$ cat src/pse_pkg.sv
package pse_pkg;

   // ==========================================================
   // Sizes
   localparam int NUM_CH     = 4;
   localparam int CODE_W     = 3;
   localparam int ALLOC_W    = 3;
   localparam int CLASS_W    = 3;
   localparam int DET_W      = 4;
   localparam int MEAS_W     = 14;
   localparam int DETR_W     = 16;
   localparam int ACM_W      = 8;
   localparam int POLICE_W   = 8;

   // ==========================================================
   // Command locations and field layout
   localparam logic [7:0] ALLOC_ADDR    = 8'h29;
   localparam logic [7:0] ALLOC_RESET   = 8'h00;
   localparam logic [7:0] READ_UNMAPPED = 8'h00;
   localparam int ALLOC12_LSB = 0;
   localparam int ALLOC34_LSB = 4;
   localparam int ALLOC_RSVD_BIT = 2;

   // ==========================================================
   // Allocation codes and the highest class each one admits
   localparam logic [ALLOC_W-1:0] ALLOC_15W4 = 3'h0;
   localparam logic [ALLOC_W-1:0] ALLOC_4W   = 3'h1;
   localparam logic [ALLOC_W-1:0] ALLOC_7W   = 3'h2;
   localparam logic [ALLOC_W-1:0] ALLOC_30W  = 3'h3;
   localparam logic [CLASS_W-1:0] CLASS_NONE = 3'h0;
   localparam logic [CLASS_W-1:0] CLASS_1    = 3'h1;
   localparam logic [CLASS_W-1:0] CLASS_2    = 3'h2;
   localparam logic [CLASS_W-1:0] CLASS_3    = 3'h3;
   localparam logic [CLASS_W-1:0] CLASS_4    = 3'h4;
   localparam logic [POLICE_W-1:0] POLICE_ALL_ONES = 8'hFF;

   // ==========================================================
   // Timing
   localparam int CLK_MHZ  = 100;
   localparam int COOL_MS  = 1000;
   localparam int COOL_CYC = COOL_MS * 1000 * CLK_MHZ;

   // ==========================================================
   // Channel state machine
   typedef enum logic [2:0] {
      ST_OFF  = 3'b001,
      ST_SEEK = 3'b010,
      ST_ON   = 3'b100
   } ch_fsm_t;

   // ==========================================================
   // Carriers
   typedef struct packed {
      logic class_complete_flag;
      logic detect_complete_flag;
      logic disconnect_fault_flag;
      logic overcurrent_cut_flag;
      logic startup_fault_flag;
      logic current_limit_flag;
      logic power_good_flag;
      logic power_enabled_flag;
      logic per_channel_classify_enable;
      logic per_channel_detect_enable;
      logic autoclass_flag;
      logic power_fault_flag;
      logic foldback_select_bit;
   } ch_flags_t;

   typedef struct packed {
      logic [CLASS_W-1:0]  requested_class;
      logic [DET_W-1:0]    det_result;
      logic [POLICE_W-1:0] police;
      logic [MEAS_W-1:0]   voltage;
      logic [MEAS_W-1:0]   current;
      logic [CLASS_W-1:0]  assigned_class;
      logic [CLASS_W-1:0]  previous_class;
      logic [DETR_W-1:0]   det_resistance;
      logic [ACM_W-1:0]    autoclass_meas;
   } ch_meas_t;

   typedef struct packed {
      ch_flags_t flags;
      ch_meas_t  meas;
   } ch_state_t;

   typedef struct packed {
      logic               det_done;
      logic [DET_W-1:0]   det_result;
      logic [DETR_W-1:0]  det_resistance;
      logic               class_done;
      logic [CLASS_W-1:0] requested_class;
      logic               autoclass_done;
      logic [ACM_W-1:0]   autoclass_meas;
      logic               meas_valid;
      logic [MEAS_W-1:0]  voltage;
      logic [MEAS_W-1:0]  current;
      logic               disconnect;
      logic               overcurrent_cut;
      logic               startup_fault;
      logic               current_limit;
      logic               power_good;
      logic               power_fault;
      logic               foldback;
   } ch_event_t;

endpackage

$ cat src/pse_channel.sv
`timescale 1ns/100ps
module pse_channel
   import pse_pkg::*;
(
   input  wire logic               ref_clk_i,
   input  wire logic               rst_i,
   input  wire logic               clear_i,
   input  wire logic               enable_i,
   input  wire logic               grant_i,
   input  wire logic [CLASS_W-1:0] grant_class_i,
   input  wire ch_event_t          ev_i,
   output ch_state_t               state_o,
   output logic                    seeking_o,
   output logic                    on_o
);

   ch_flags_t flags_r;
   ch_flags_t set_f;
   ch_meas_t  meas_r;
   ch_fsm_t   fsm_r;
   ch_fsm_t   fsm_nxt;

   // ==========================================================
   // Flag sets; a set in the clearing cycle survives
   always_comb begin
      set_f                             = '0;
      set_f.class_complete_flag         = ev_i.class_done;
      set_f.detect_complete_flag        = ev_i.det_done;
      set_f.disconnect_fault_flag       = ev_i.disconnect;
      set_f.overcurrent_cut_flag        = ev_i.overcurrent_cut;
      set_f.startup_fault_flag          = ev_i.startup_fault;
      set_f.current_limit_flag          = ev_i.current_limit;
      set_f.power_good_flag             = ev_i.power_good & on_o;
      set_f.power_enabled_flag          = grant_i;
      set_f.per_channel_classify_enable = enable_i;
      set_f.per_channel_detect_enable   = enable_i;
      set_f.autoclass_flag              = ev_i.autoclass_done;
      set_f.power_fault_flag            = ev_i.power_fault;
      set_f.foldback_select_bit         = ev_i.foldback;
   end

   always_ff @(posedge ref_clk_i) begin
      if (rst_i) begin
         flags_r <= '0;
      end else begin
         flags_r <= (clear_i ? '0 : flags_r) | set_f;
      end
   end

   // ==========================================================
   // Results and measurements
   always_ff @(posedge ref_clk_i) begin
      if (rst_i) begin
         meas_r        <= '0;
         meas_r.police <= POLICE_ALL_ONES;
      end else begin
         if (clear_i) begin
            meas_r        <= '0;
            meas_r.police <= POLICE_ALL_ONES;
         end
         if (ev_i.det_done) begin
            meas_r.det_result     <= ev_i.det_result;
            meas_r.det_resistance <= ev_i.det_resistance;
         end
         if (ev_i.class_done) begin
            meas_r.requested_class <= ev_i.requested_class;
         end
         if (ev_i.autoclass_done) begin
            meas_r.autoclass_meas <= ev_i.autoclass_meas;
         end
         if (ev_i.meas_valid) begin
            meas_r.voltage <= ev_i.voltage;
            meas_r.current <= ev_i.current;
         end
         if (grant_i) begin
            meas_r.previous_class <= meas_r.assigned_class;
            meas_r.assigned_class <= grant_class_i;
         end
      end
   end

   // ==========================================================
   // Channel sequence
   always_comb begin
      fsm_nxt = fsm_r;
      case (fsm_r)
         ST_OFF: begin
            if (enable_i) begin
               fsm_nxt = ST_SEEK;
            end
         end
         ST_SEEK: begin
            if (grant_i) begin
               fsm_nxt = ST_ON;
            end
         end
         ST_ON: begin
            if (ev_i.disconnect | ev_i.overcurrent_cut) begin
               fsm_nxt = ST_OFF;
            end
         end
         default: begin
            fsm_nxt = ST_OFF;
         end
      endcase
      if (clear_i) begin
         fsm_nxt = ST_OFF;
      end
   end

   always_ff @(posedge ref_clk_i) begin
      if (rst_i) begin
         fsm_r <= ST_OFF;
      end else begin
         fsm_r <= fsm_nxt;
      end
   end

   assign state_o   = '{flags: flags_r, meas: meas_r};
   assign seeking_o = (fsm_r == ST_SEEK);
   assign on_o      = (fsm_r == ST_ON);

endmodule

$ cat src/pse_shutdown_alloc.sv
`timescale 1ns/100ps
// Behaviour
// - Priority code 000 highest, 111 lowest
// - Channels sharing one code turn off together
// - Shutdown acts as reset but cool-down continues; ins_power_fault_o is kept, where a channel reset clears it
// - Shutdown clears status, fault and enable flags
// - Shutdown clears requested class and detection fields
// - Shutdown sets two-pair policing to all ones
// - Shutdown clears voltage and current measurements
// - Shutdown clears classes, resistance, autoclass results
// - No memory of earlier shutdown codes
// - Act on each code before pulse ends
// - Allocation byte at 29h, fields 6:4, 2:0
// - Allocation field caps powered classification level
// - Codes 15.4, 4, 7, 30 W; top bit reserved
// - Allocation changes after power-on may be ignored
// - One field serves both channels of a pair
// - 4 W admits class 1 only, else fault
// - 7 W admits classes 1-2, else fault
module pse_shutdown_alloc
   import pse_pkg::*;
#(
   parameter int CH       = NUM_CH,
   parameter int COOL_CNT = COOL_CYC
)
(
   input  wire logic                           ref_clk_i,
   input  wire logic                           rst_i,
   input  wire logic [7:0]                     cmd_addr_i,
   input  wire logic                           cmd_wr_i,
   input  wire logic                           cmd_rd_i,
   input  wire logic [7:0]                     cmd_wdata_i,
   output logic      [7:0]                     cmd_rdata_o,
   input  wire logic [CODE_W-1:0]              fast_shutdown_code_i,
   input  wire logic                           fast_shutdown_strobe_i,
   input  wire logic [CH-1:0][CODE_W-1:0]      channel_shutdown_priority_i,
   input  wire logic                           auto_mode_i,
   input  wire logic [CH-1:0]                  channel_power_on_cmd_i,
   input  wire logic [CH-1:0]                  detect_enable_bit_i,
   input  wire logic [CH-1:0]                  channel_reset_i,
   input  wire logic [CH-1:0]                  ins_fault_clr_i,
   input  wire ch_event_t [CH-1:0]             ch_event_i,
   output ch_state_t [CH-1:0]                  ch_state_o,
   output logic      [CH-1:0]                  ins_power_fault_o,
   output logic      [CH-1:0]                  cooling_o,
   output logic      [CH-1:0]                  shutdown_hit_o,
   output logic      [CH-1:0][ALLOC_W-1:0]     alloc_locked_o
);

   localparam int CNT_W = $clog2(COOL_CNT + 1);
   localparam logic [CNT_W-1:0] COOL_LOAD = CNT_W'(COOL_CNT - 1);
   localparam logic [CNT_W-1:0] CNT_ZERO  = '0;

   // ==========================================================
   // Declarations
   logic [7:0]              port_power_allocation_r;
   logic [ALLOC_W-1:0]      alloc_ch12_field;
   logic [ALLOC_W-1:0]      alloc_ch34_field;

   logic [CODE_W-1:0]       code_s1_r;
   logic [CODE_W-1:0]       code_s2_r;
   logic                    stb_s1_r;
   logic                    stb_s2_r;
   logic                    stb_s3_r;
   logic                    code_fire;

   logic [CH-1:0]           shut_hit;
   logic [CH-1:0]           ch_clear;
   logic [CH-1:0]           on_req;
   logic [CH-1:0]           grant;
   logic [CH-1:0]           deny;
   logic [CH-1:0]           seeking;
   logic [CH-1:0]           powered;
   logic [CH-1:0]           cool_start;
   logic [CH-1:0][CLASS_W-1:0] req_class;
   logic [CH-1:0][CNT_W-1:0]   cool_cnt_r;
   ch_state_t [CH-1:0]         state;

   // ==========================================================
   // Pair field selection and class admission
   function automatic logic [ALLOC_W-1:0] pair_field(input int idx);
      logic [ALLOC_W-1:0] fld;
      fld = (idx < 2) ? alloc_ch12_field : alloc_ch34_field;
      return fld;
   endfunction

   function automatic logic [CLASS_W-1:0] class_cap(input logic [ALLOC_W-1:0] fld);
      logic [CLASS_W-1:0] cap;
      cap = CLASS_NONE;
      if (!fld[ALLOC_RSVD_BIT]) begin
         case (fld)
            ALLOC_4W:   cap = CLASS_1;
            ALLOC_7W:   cap = CLASS_2;
            ALLOC_15W4: cap = CLASS_3;
            ALLOC_30W:  cap = CLASS_4;
            default:    cap = CLASS_NONE;
         endcase
      end
      return cap;
   endfunction

   // ==========================================================
   // Command register
   always_ff @(posedge ref_clk_i) begin
      if (rst_i) begin
         port_power_allocation_r <= ALLOC_RESET;
      end else if (cmd_wr_i && (cmd_addr_i == ALLOC_ADDR)) begin
         // Reserved bits are kept as written so they read back
         port_power_allocation_r <= cmd_wdata_i;
      end
   end

   always_ff @(posedge ref_clk_i) begin
      if (rst_i) begin
         cmd_rdata_o <= READ_UNMAPPED;
      end else if (cmd_rd_i) begin
         if (cmd_addr_i == ALLOC_ADDR) begin
            cmd_rdata_o <= port_power_allocation_r;
         end else begin
            cmd_rdata_o <= READ_UNMAPPED;
         end
      end
   end

   assign alloc_ch12_field = port_power_allocation_r[ALLOC12_LSB +: ALLOC_W];
   assign alloc_ch34_field = port_power_allocation_r[ALLOC34_LSB +: ALLOC_W];

   // ==========================================================
   // Shutdown pin synchronisers
   // The code must settle a cycle before the strobe rises, since
   // code bits and strobe cross on separate synchronisers.
   always_ff @(posedge ref_clk_i) begin
      if (rst_i) begin
         code_s1_r <= '0;
         code_s2_r <= '0;
      end else begin
         code_s1_r <= fast_shutdown_code_i;
         code_s2_r <= code_s1_r;
      end
   end

   always_ff @(posedge ref_clk_i) begin
      if (rst_i) begin
         stb_s1_r <= 1'b0;
         stb_s2_r <= 1'b0;
         stb_s3_r <= 1'b0;
      end else begin
         stb_s1_r <= fast_shutdown_strobe_i;
         stb_s2_r <= stb_s1_r;
         stb_s3_r <= stb_s2_r;
      end
   end

   // Acting on the rising edge lets the turn-off land while the
   // strobe is still high; a held strobe fires only once.
   assign code_fire = stb_s2_r & ~stb_s3_r;

   // ==========================================================
   // Priority compare, one comparator per channel
   // Priorities are read live at the firing edge, nothing is kept.
   genvar g;
   generate
      for (g = 0; g < CH; g++) begin : g_ch
         assign shut_hit[g] = code_fire &
            (channel_shutdown_priority_i[g] >= code_s2_r);

         assign ch_clear[g] = shut_hit[g] | channel_reset_i[g];

         // Semi-auto asks by command; auto asks once class is done
         assign on_req[g] = seeking[g] &
            (auto_mode_i ? ch_event_i[g].class_done : channel_power_on_cmd_i[g]);

         assign req_class[g] = (auto_mode_i && ch_event_i[g].class_done) ?
            ch_event_i[g].requested_class : state[g].meas.requested_class;

         // A turn-off in the same cycle beats a grant
         assign grant[g] = on_req[g] & ~ch_clear[g] & ~cooling_o[g] &
            (req_class[g] <= class_cap(pair_field(g))) &
            (req_class[g] != CLASS_NONE);
         assign deny[g] = on_req[g] & ~ch_clear[g] & ~cooling_o[g] &
            ~((req_class[g] <= class_cap(pair_field(g))) &
              (req_class[g] != CLASS_NONE));

         assign cool_start[g] = ch_event_i[g].overcurrent_cut |
                                ch_event_i[g].startup_fault;

         pse_channel u_channel (
            .ref_clk_i     (ref_clk_i),
            .rst_i         (rst_i),
            .clear_i       (ch_clear[g]),
            .enable_i      (detect_enable_bit_i[g] & ~ch_clear[g]),
            .grant_i       (grant[g]),
            .grant_class_i (req_class[g]),
            .ev_i          (ch_event_i[g]),
            .state_o       (state[g]),
            .seeking_o     (seeking[g]),
            .on_o          (powered[g])
         );

         // ======================================================
         // Allocation lock taken at power-on
         always_ff @(posedge ref_clk_i) begin
            if (rst_i) begin
               alloc_locked_o[g] <= ALLOC_15W4;
            end else if (grant[g]) begin
               // Later register writes do not move a powered channel
               alloc_locked_o[g] <= pair_field(g);
            end
         end

         // ======================================================
         // Insufficient-power fault
         always_ff @(posedge ref_clk_i) begin
            if (rst_i) begin
               ins_power_fault_o[g] <= 1'b0;
            end else if (deny[g]) begin
               ins_power_fault_o[g] <= 1'b1;
            end else if (ins_fault_clr_i[g] | channel_reset_i[g]) begin
               ins_power_fault_o[g] <= 1'b0;
            end
         end

         // ======================================================
         // Cool-down timer
         // Only a channel reset cancels it; a fast shutdown leaves it
         // counting so a faulted port cannot be re-powered early.
         always_ff @(posedge ref_clk_i) begin
            if (rst_i) begin
               cool_cnt_r[g] <= CNT_ZERO;
            end else if (cool_start[g]) begin
               cool_cnt_r[g] <= COOL_LOAD;
            end else if (channel_reset_i[g]) begin
               cool_cnt_r[g] <= CNT_ZERO;
            end else if (cool_cnt_r[g] != CNT_ZERO) begin
               cool_cnt_r[g] <= cool_cnt_r[g] - CNT_W'(1);
            end
         end

         assign cooling_o[g] = (cool_cnt_r[g] != CNT_ZERO);

         // ======================================================
         // Turn-off report, registered so it rises in the same cycle the channel state shows cleared
         always_ff @(posedge ref_clk_i) begin
            if (rst_i) begin
               shutdown_hit_o[g] <= 1'b0;
            end else begin
               shutdown_hit_o[g] <= shut_hit[g];
            end
         end
      end
   endgenerate

   assign ch_state_o = state;

endmodule

$ cat config.mk
export PLATFORM = sky130hd
export DESIGN_NAME = pse_shutdown_alloc
export DESIGN_NICKNAME = d
export VERILOG_FILES = /design/src/pse_pkg.sv /design/src/pse_channel.sv /design/src/pse_shutdown_alloc.sv
export SDC_FILE = /design/constraint.sdc
export NUM_CORES = 1
export LEC_CHECK = 0
export ABC_AREA = 1
export BUFFER_PORTS_ARGS = -buffer_cell sky130_fd_sc_hd__clkbuf_2
export CAP_MARGIN = 40
export CORE_AREA = 2 2 280 282
export CTS_CLUSTER_DIAMETER = 120
export CTS_CLUSTER_SIZE = 28
export DETAILED_ROUTE_END_ITERATION = 6
export DIE_AREA = 0 0 282 284
export PLACE_DENSITY_LB_ADDON = 0.08
export REMOVE_ABC_BUFFERS = 1
export SYNTH_ARGS = -nofsm -noshare
export SYNTH_HDL_FRONTEND = slang
export SYNTH_SLANG_ARGS = --single-unit
$ cat constraint.sdc
create_clock -name ref_clk_i -period 2.4 [get_ports ref_clk_i]
set_input_delay 0.12 -clock ref_clk_i [delete_from_list [all_inputs] [get_ports ref_clk_i]]
set_output_delay 0.12 -clock ref_clk_i [all_outputs]
set_load 0.01 [all_outputs]
# Word-level counts from Yosys, hierarchy flattened
# Cells that the tools add are included.
# Widths: inputs -> output; s select.
# totals
reg_bits	477
inputBits	333
output_inout_bits	376
# op_classes
addsub	4
n_lt_le_gt_ge	8
n_eq_ne	31
muxes	81
bitwise	74
reduce_logical	55
# op_table
operator	count
$mux 27	12
$mux 73	4
$mux 28	4
$reduce_bool 27->1	4
$sub 27x1->27 const B	4
$mux 3	22
$mux 16	4
$mux 13	4
$or 13x13->13	4
$reduce_bool 2->1	24
$and 1x1->1	41
$mux 8	5
$pmux 3 s3	4
$eq 3x2->1 const B	8
$mux 6	4
$pmux 3 s4	2
$reduce_bool 3->1	8
$eq 3x1->1 const B	6
$mux 4	4
$ne 2x1->1 const B	8
$or 1x1->1	16
$not 1->1	13
$eq 3x3->1 const B	4
$ge 3x3->1	4
9 further kinds	40

# Longest topological paths before layout
# depth
depth_word	11
ltp_mapped	17

# Modules after synthesis
# A second synthesis with hierarchy kept.
# hier_totals
hier_cells	2759
area_unflattened_um2	20921.3
# modules_own_cells
mod	instances	cells_per_inst	area_per_inst_um2	seq_area_each_um2
pse_channel	4	331	2874.0	1621.6
pse_shutdown_alloc	1	1435	9425.3	3062.9

# Least setup slack after synthesis
# Ideal clock, no wire load.
# synth_path
path_kind	in2reg
start	input port ch_event_i[188] in the netlist's numbering
end	register g_ch[2].u_channel.meas_r (netlist bit g_ch[2].u_channel.state_o[27])
setup_time_ns	0.112
arrival_time_ns	1.810
path_slack_ns	0.478
stages	15
path_buffers	2
path_cell_list	buf_2 -> nand2_2 -> o21ai_0 -> inv_1 -> ha_1 -> a21oi_1 -> o21ai_0 -> nand2_1 -> nand2_1 -> nand3b_2 -> buf_6 -> nand2_2 -> inv_2 -> nand2_1 -> nand2_1
# synth_via
elab_chain_cells	7
word_cells_on_any_way	12
# synth_rtl
item	line_no	text
start, declared	pse_shutdown_alloc.sv:42	input wire ch_event_t [CH-1:0] ch_event_i,
parallel branches: the longest is 7 deep, another holds $le 3x3->1	n/a	
end, declared	pse_channel.sv:19	ch_meas_t meas_r;
# Parallel ways; which one is timed is not known.
# A chain may end at the register's enable or synchronous reset.

==> metrics <==
post-detail-place hpwl=63.49 mm; buffer levels on the longest clock path=3; required time at the worst-slack endpoint=2.94 ns; port buffer count=slightly below 700; unique cell type count in the Yosys netlist=46; area share of the largest cell type after synthesis=0.4731; number of clock sinks=477; startpoint of the most critical setup path=rst_i; number of antenna violations at the first check in global routing=3; pin count of the biggest net entering global routing=136; standard cell core area=slightly below 80000 um^2; reg-to-reg critical path startpoint=code_s2_r[2]$_SDFF_PP0_; horizontal die dimension=282 um; Syn. warnings=0; sequential fraction of design power=0.510; arithmetic-cell share of the synthesized area counting full adders, half adders and majority gates=0.01736; detail-routed via count per cell=4.489; wire length of the first global-routing pass=126.3 mm; Arr. time, crit path=2.87 ns; switching power total=around 4.8 mW; Final Total Pwr=16.66 mW; hold worst-path end=g_ch[0].u_channel.state_o[16]$_SDFFE_PP0P_; ranking of synthesized cells by area=dfxtp_1 47%, nand2_1 13%, a21oi_1 7.9%, nand3_1 6.1%, nor2_1 5.6%; final clock skew=0.02787 ns; layout cells sized above 1=0.2266; synthesized area divided by synthesized cell count=around 7.4 um^2; maximum fanout count along the critical path=24; DRC=0; clock period minus final worst setup slack=between 2 and 2.5 ns; clock tree from TritonCTS=built; type of the most critical hold path=in -> reg; I/O Pins=709; detailed-route wire length=83.47 mm; number of synthesized register bits=477; cell occurring most often along the worst timing path=dlygate4sd3_1; Final Instance Area=29890 um^2; area fraction in compound gates after synthesis=0.1134; number of placement rows=roughly 100; critical path class=in -> reg; Min-Delay Path Depth=3; async set-reset flop share out of synthesis=0; GRT Residual Overflow=0; remaining max-slew budget at the tightest pin=0.4707; combinational family with the most area after synthesis=simple AND/OR/NAND/NOR gates; initial cell density of the core=0.2623; final-stage net count=4135; number of buffers inserted during clock tree synthesis=24; largest incremental delay on the critical path=between 0.5 and 0.6 ns; final weighted congestion in routability-driven placement=0.8906; wire length per cell=about 17 um; Critical Path Source Type=input pin; remaining antenna violation count after routing=0; number of H-tree branching levels=1; simple-gate share of the synthesized area=0.2921; Leakage=13.74 nW; Cell Pwr Density=~560 nW/um^2; unrepaired setup endpoints after global routing=true; Int Power=around 12 mW; final hold violation count=0; post-synthesis instance area=20180 um^2; critical path's slowest cell=dlygate4sd3_1; worst flop-to-flop path endpoint=g_ch[1].u_channel.state_o[46]$_SDFFE_PP0P_; number of endpoints failing setup at the final stage=0; cell type contributing the most total cell area after synthesis=dfxtp_1; Most used DFF post-synth=dfxtp_1; top achievable clock speed=430.2 MHz; global routing usage summed across all routing layers=0.2008; Worst setup EP type=flip-flop; number of maximum-capacitance constraint violations=0; Area growth syn-to-layout=48.09%; actual transition at the worst max-transition pin=0.7940 ns; post-synthesis instance total=roughly 2.7k; Hold Crit Start=ch_event_i[69]; drt first pass iters=5; proportion of synthesized area in mux cells=0; final critical-path share of the clock period=0.9686; clk_lat worst skew=0.61 ns; proportion of synthesized chip area in sequential cells=0.4731; vertical extent of the die=284 um; EDFF count, synth=0; clock-pin slew reported for the worst setup and hold paths after clock tree synthesis=0.12 ns; vias in the first global route=21.77k; Fin Setup TNS=0 ns; worst r2r path cells=9; Pins Over Slew Limit=0; share of total power in the clock network=0.320; worst IR drop on VDD=492.9 uV; result of the run=completed; post-placement cell area=24800 um^2; net switching share of the total power=0.2896; root buf cell=clkbuf_16; xor/xnor share of the synthesized area=0.03038; combinational power share=0.169; DIE AREA=~80000 um^2; cells along the critical path=dlygate4sd3_1 -> buf_8 -> inv_4 -> buf_6 -> buf_4 -> nand3_1 -> dlygate4sd3_1 -> nand2_1 -> dlygate4sd3_1; drt initial violations=between 1k and 1.5k; flop-to-flop setup slack=0.11 ns; total number of vias=~22k
==> cell families (layout without fill, tap and decap cells) <==
kind of cell	Yosys count	in the layout
adder cells (fa/ha/maj)	28	28
AO/OA/AOI/OAI	424	424
AND/OR/NAND/NOR	1371	1371
buffers and inverters	344	1384
other	1	34
flip-flops	477	477
XOR/XNOR	70	70
==> cells in the final DEF (no fill, tap or decap), drive strengths merged <==
cell / netlist / routed
a211oi: 2 / 2
a21boi: 1 / 1
a21oi: 320 / 320
a22o: 27 / 27
a32o: 1 / 1
and2: 1 / 1
buf: 74 / 63
bufinv: 0 / 2
clkbuf: 78 / 703
clkinv: 3 / 7
conb: 1 / 32
dfxtp: 477 / 477
diode: 0 / 2
dlygate4sd3: 0 / 415
ha: 28 / 28
inv: 189 / 194
nand2: 716 / 716
nand3: 255 / 255
nand3b: 13 / 13
nand4: 10 / 10
nor2: 328 / 328
nor3: 35 / 35
nor3b: 4 / 4
nor4: 5 / 5
o21a: 1 / 1
o21ai: 62 / 62
o21bai: 1 / 1
o311ai: 1 / 1
o31ai: 6 / 6
o32ai: 2 / 2
or2: 4 / 4
xnor2: 21 / 21
xor2: 49 / 49
==> cell type report <==
class,count,area [um^2]
Tap cell,1040,1301
Clock inverter,11,190.2
Inverter,192,723.2
Multi-Input combinational cell,1925,9306
Timing Repair Buffer,1154,8162
Sequential cell,477,9549
Antenna cell,2,5.005
Clock buffer,27,653.1
Fill cell,8104,47070
==> repair_timing <==
item                                    CTS  global route
hold buffers                            415             0
buffers inserted                          0             3
endpoints found under the hold margin   361             0
resized for setup                         0             8
endpoints found under the setup margin    0            22
==> critical path, delay by kind of cell <==
kind | cells | cell delay [ns]
buf+inv | 7 | 2.56
simple gates | 2 | 0.14
==> synthesized netlist by cell type (5+ instances only) <==
cell type,count
buf_4,34
inv_1,174
xnor2_1,21
a22o_1,27
a21oi_1,317
inv_2,15
xor2_1,49
o21ai_0,49
nor2_1,300
ha_1,28
buf_1,10
o21ai_1,10
buf_2,26
nand3b_1,12
nand3_1,248
nor2_4,9
nor3_1,35
nor2_2,17
nand4_1,7
nor4_1,5
dfxtp_1,477
nand2_2,10
o31ai_1,6
nand2_1,706
clkbuf_1,78
==> through the flow <==
step / hold slack (ns) / util / setup WS (ns) / instances
6_report: 0.03343 / 0.3884 / 0.07529 / 4828
5_1_grt: 0.02504 / 0.3883 / -0.004899 / 4826
4_1_cts: 0.001652 / 0.3872 / 0.03340 / 4821
3_5_place_dp: 0.3296 / 0.3222 / 0.02621 / 4368
3_3_place_gp: 0.3318 / 0.3222 / 0.02259 / 4368
2_1_floorplan: 0.1891 / - / -0.6379 / 2594
==> layer usage <==
| metal | GRT usage | wire length (um) |
|---|---|---|
| met1 | 0.2424 | 34530 |
| met2 | 0.3428 | 39980 |
| met5 | 0.005495 | 82 |
| met3 | 0.05080 | 5722 |
| met4 | 0.07008 | 3164 |
==> worst max-delay path by stage <==
stage                     depth (start not counted)                                    endpoint
final                                             9   g_ch[2].u_channel.state_o[7]$_SDFFE_PP0P_
after global routing                             10  g_ch[1].u_channel.state_o[46]$_SDFFE_PP0P_
after CTS                                         9  g_ch[1].u_channel.state_o[39]$_SDFFE_PP0P_
after detailed placement                         15  g_ch[3].u_channel.state_o[27]$_SDFFE_PP0P_
after global placement                           15  g_ch[3].u_channel.state_o[27]$_SDFFE_PP0P_
after floorplan                                  11  g_ch[1].u_channel.state_o[24]$_SDFFE_PP0P_
==> state kept, by name, indices dropped and copies added (netlist names) <==
register,flops
g_ch.u_channel.state_o,312
cool_cnt_r,108
alloc_locked_o,12
g_ch.u_channel.fsm_r,12
cmd_rdata_o,8
port_power_allocation_r,8
ins_power_fault_o,4
shutdown_hit_o,4
code_s1_r,3
code_s2_r,3
stb_s1_r,1
stb_s2_r,1
stb_s3_r,1
==> power by group through the flow <==
stage	Combinational, mW	Sequential (mW)	Clock, mW
after global placement	2.24	8.67	0
after floorplan	0.973	8.75	0
after detailed placement	2.26	8.68	0
after CTS	2.81	8.50	5.58
after global routing	3.11	8.55	5.81
final	2.82	8.50	5.34
Note: power is estimated with default switching activity, not from simulation.
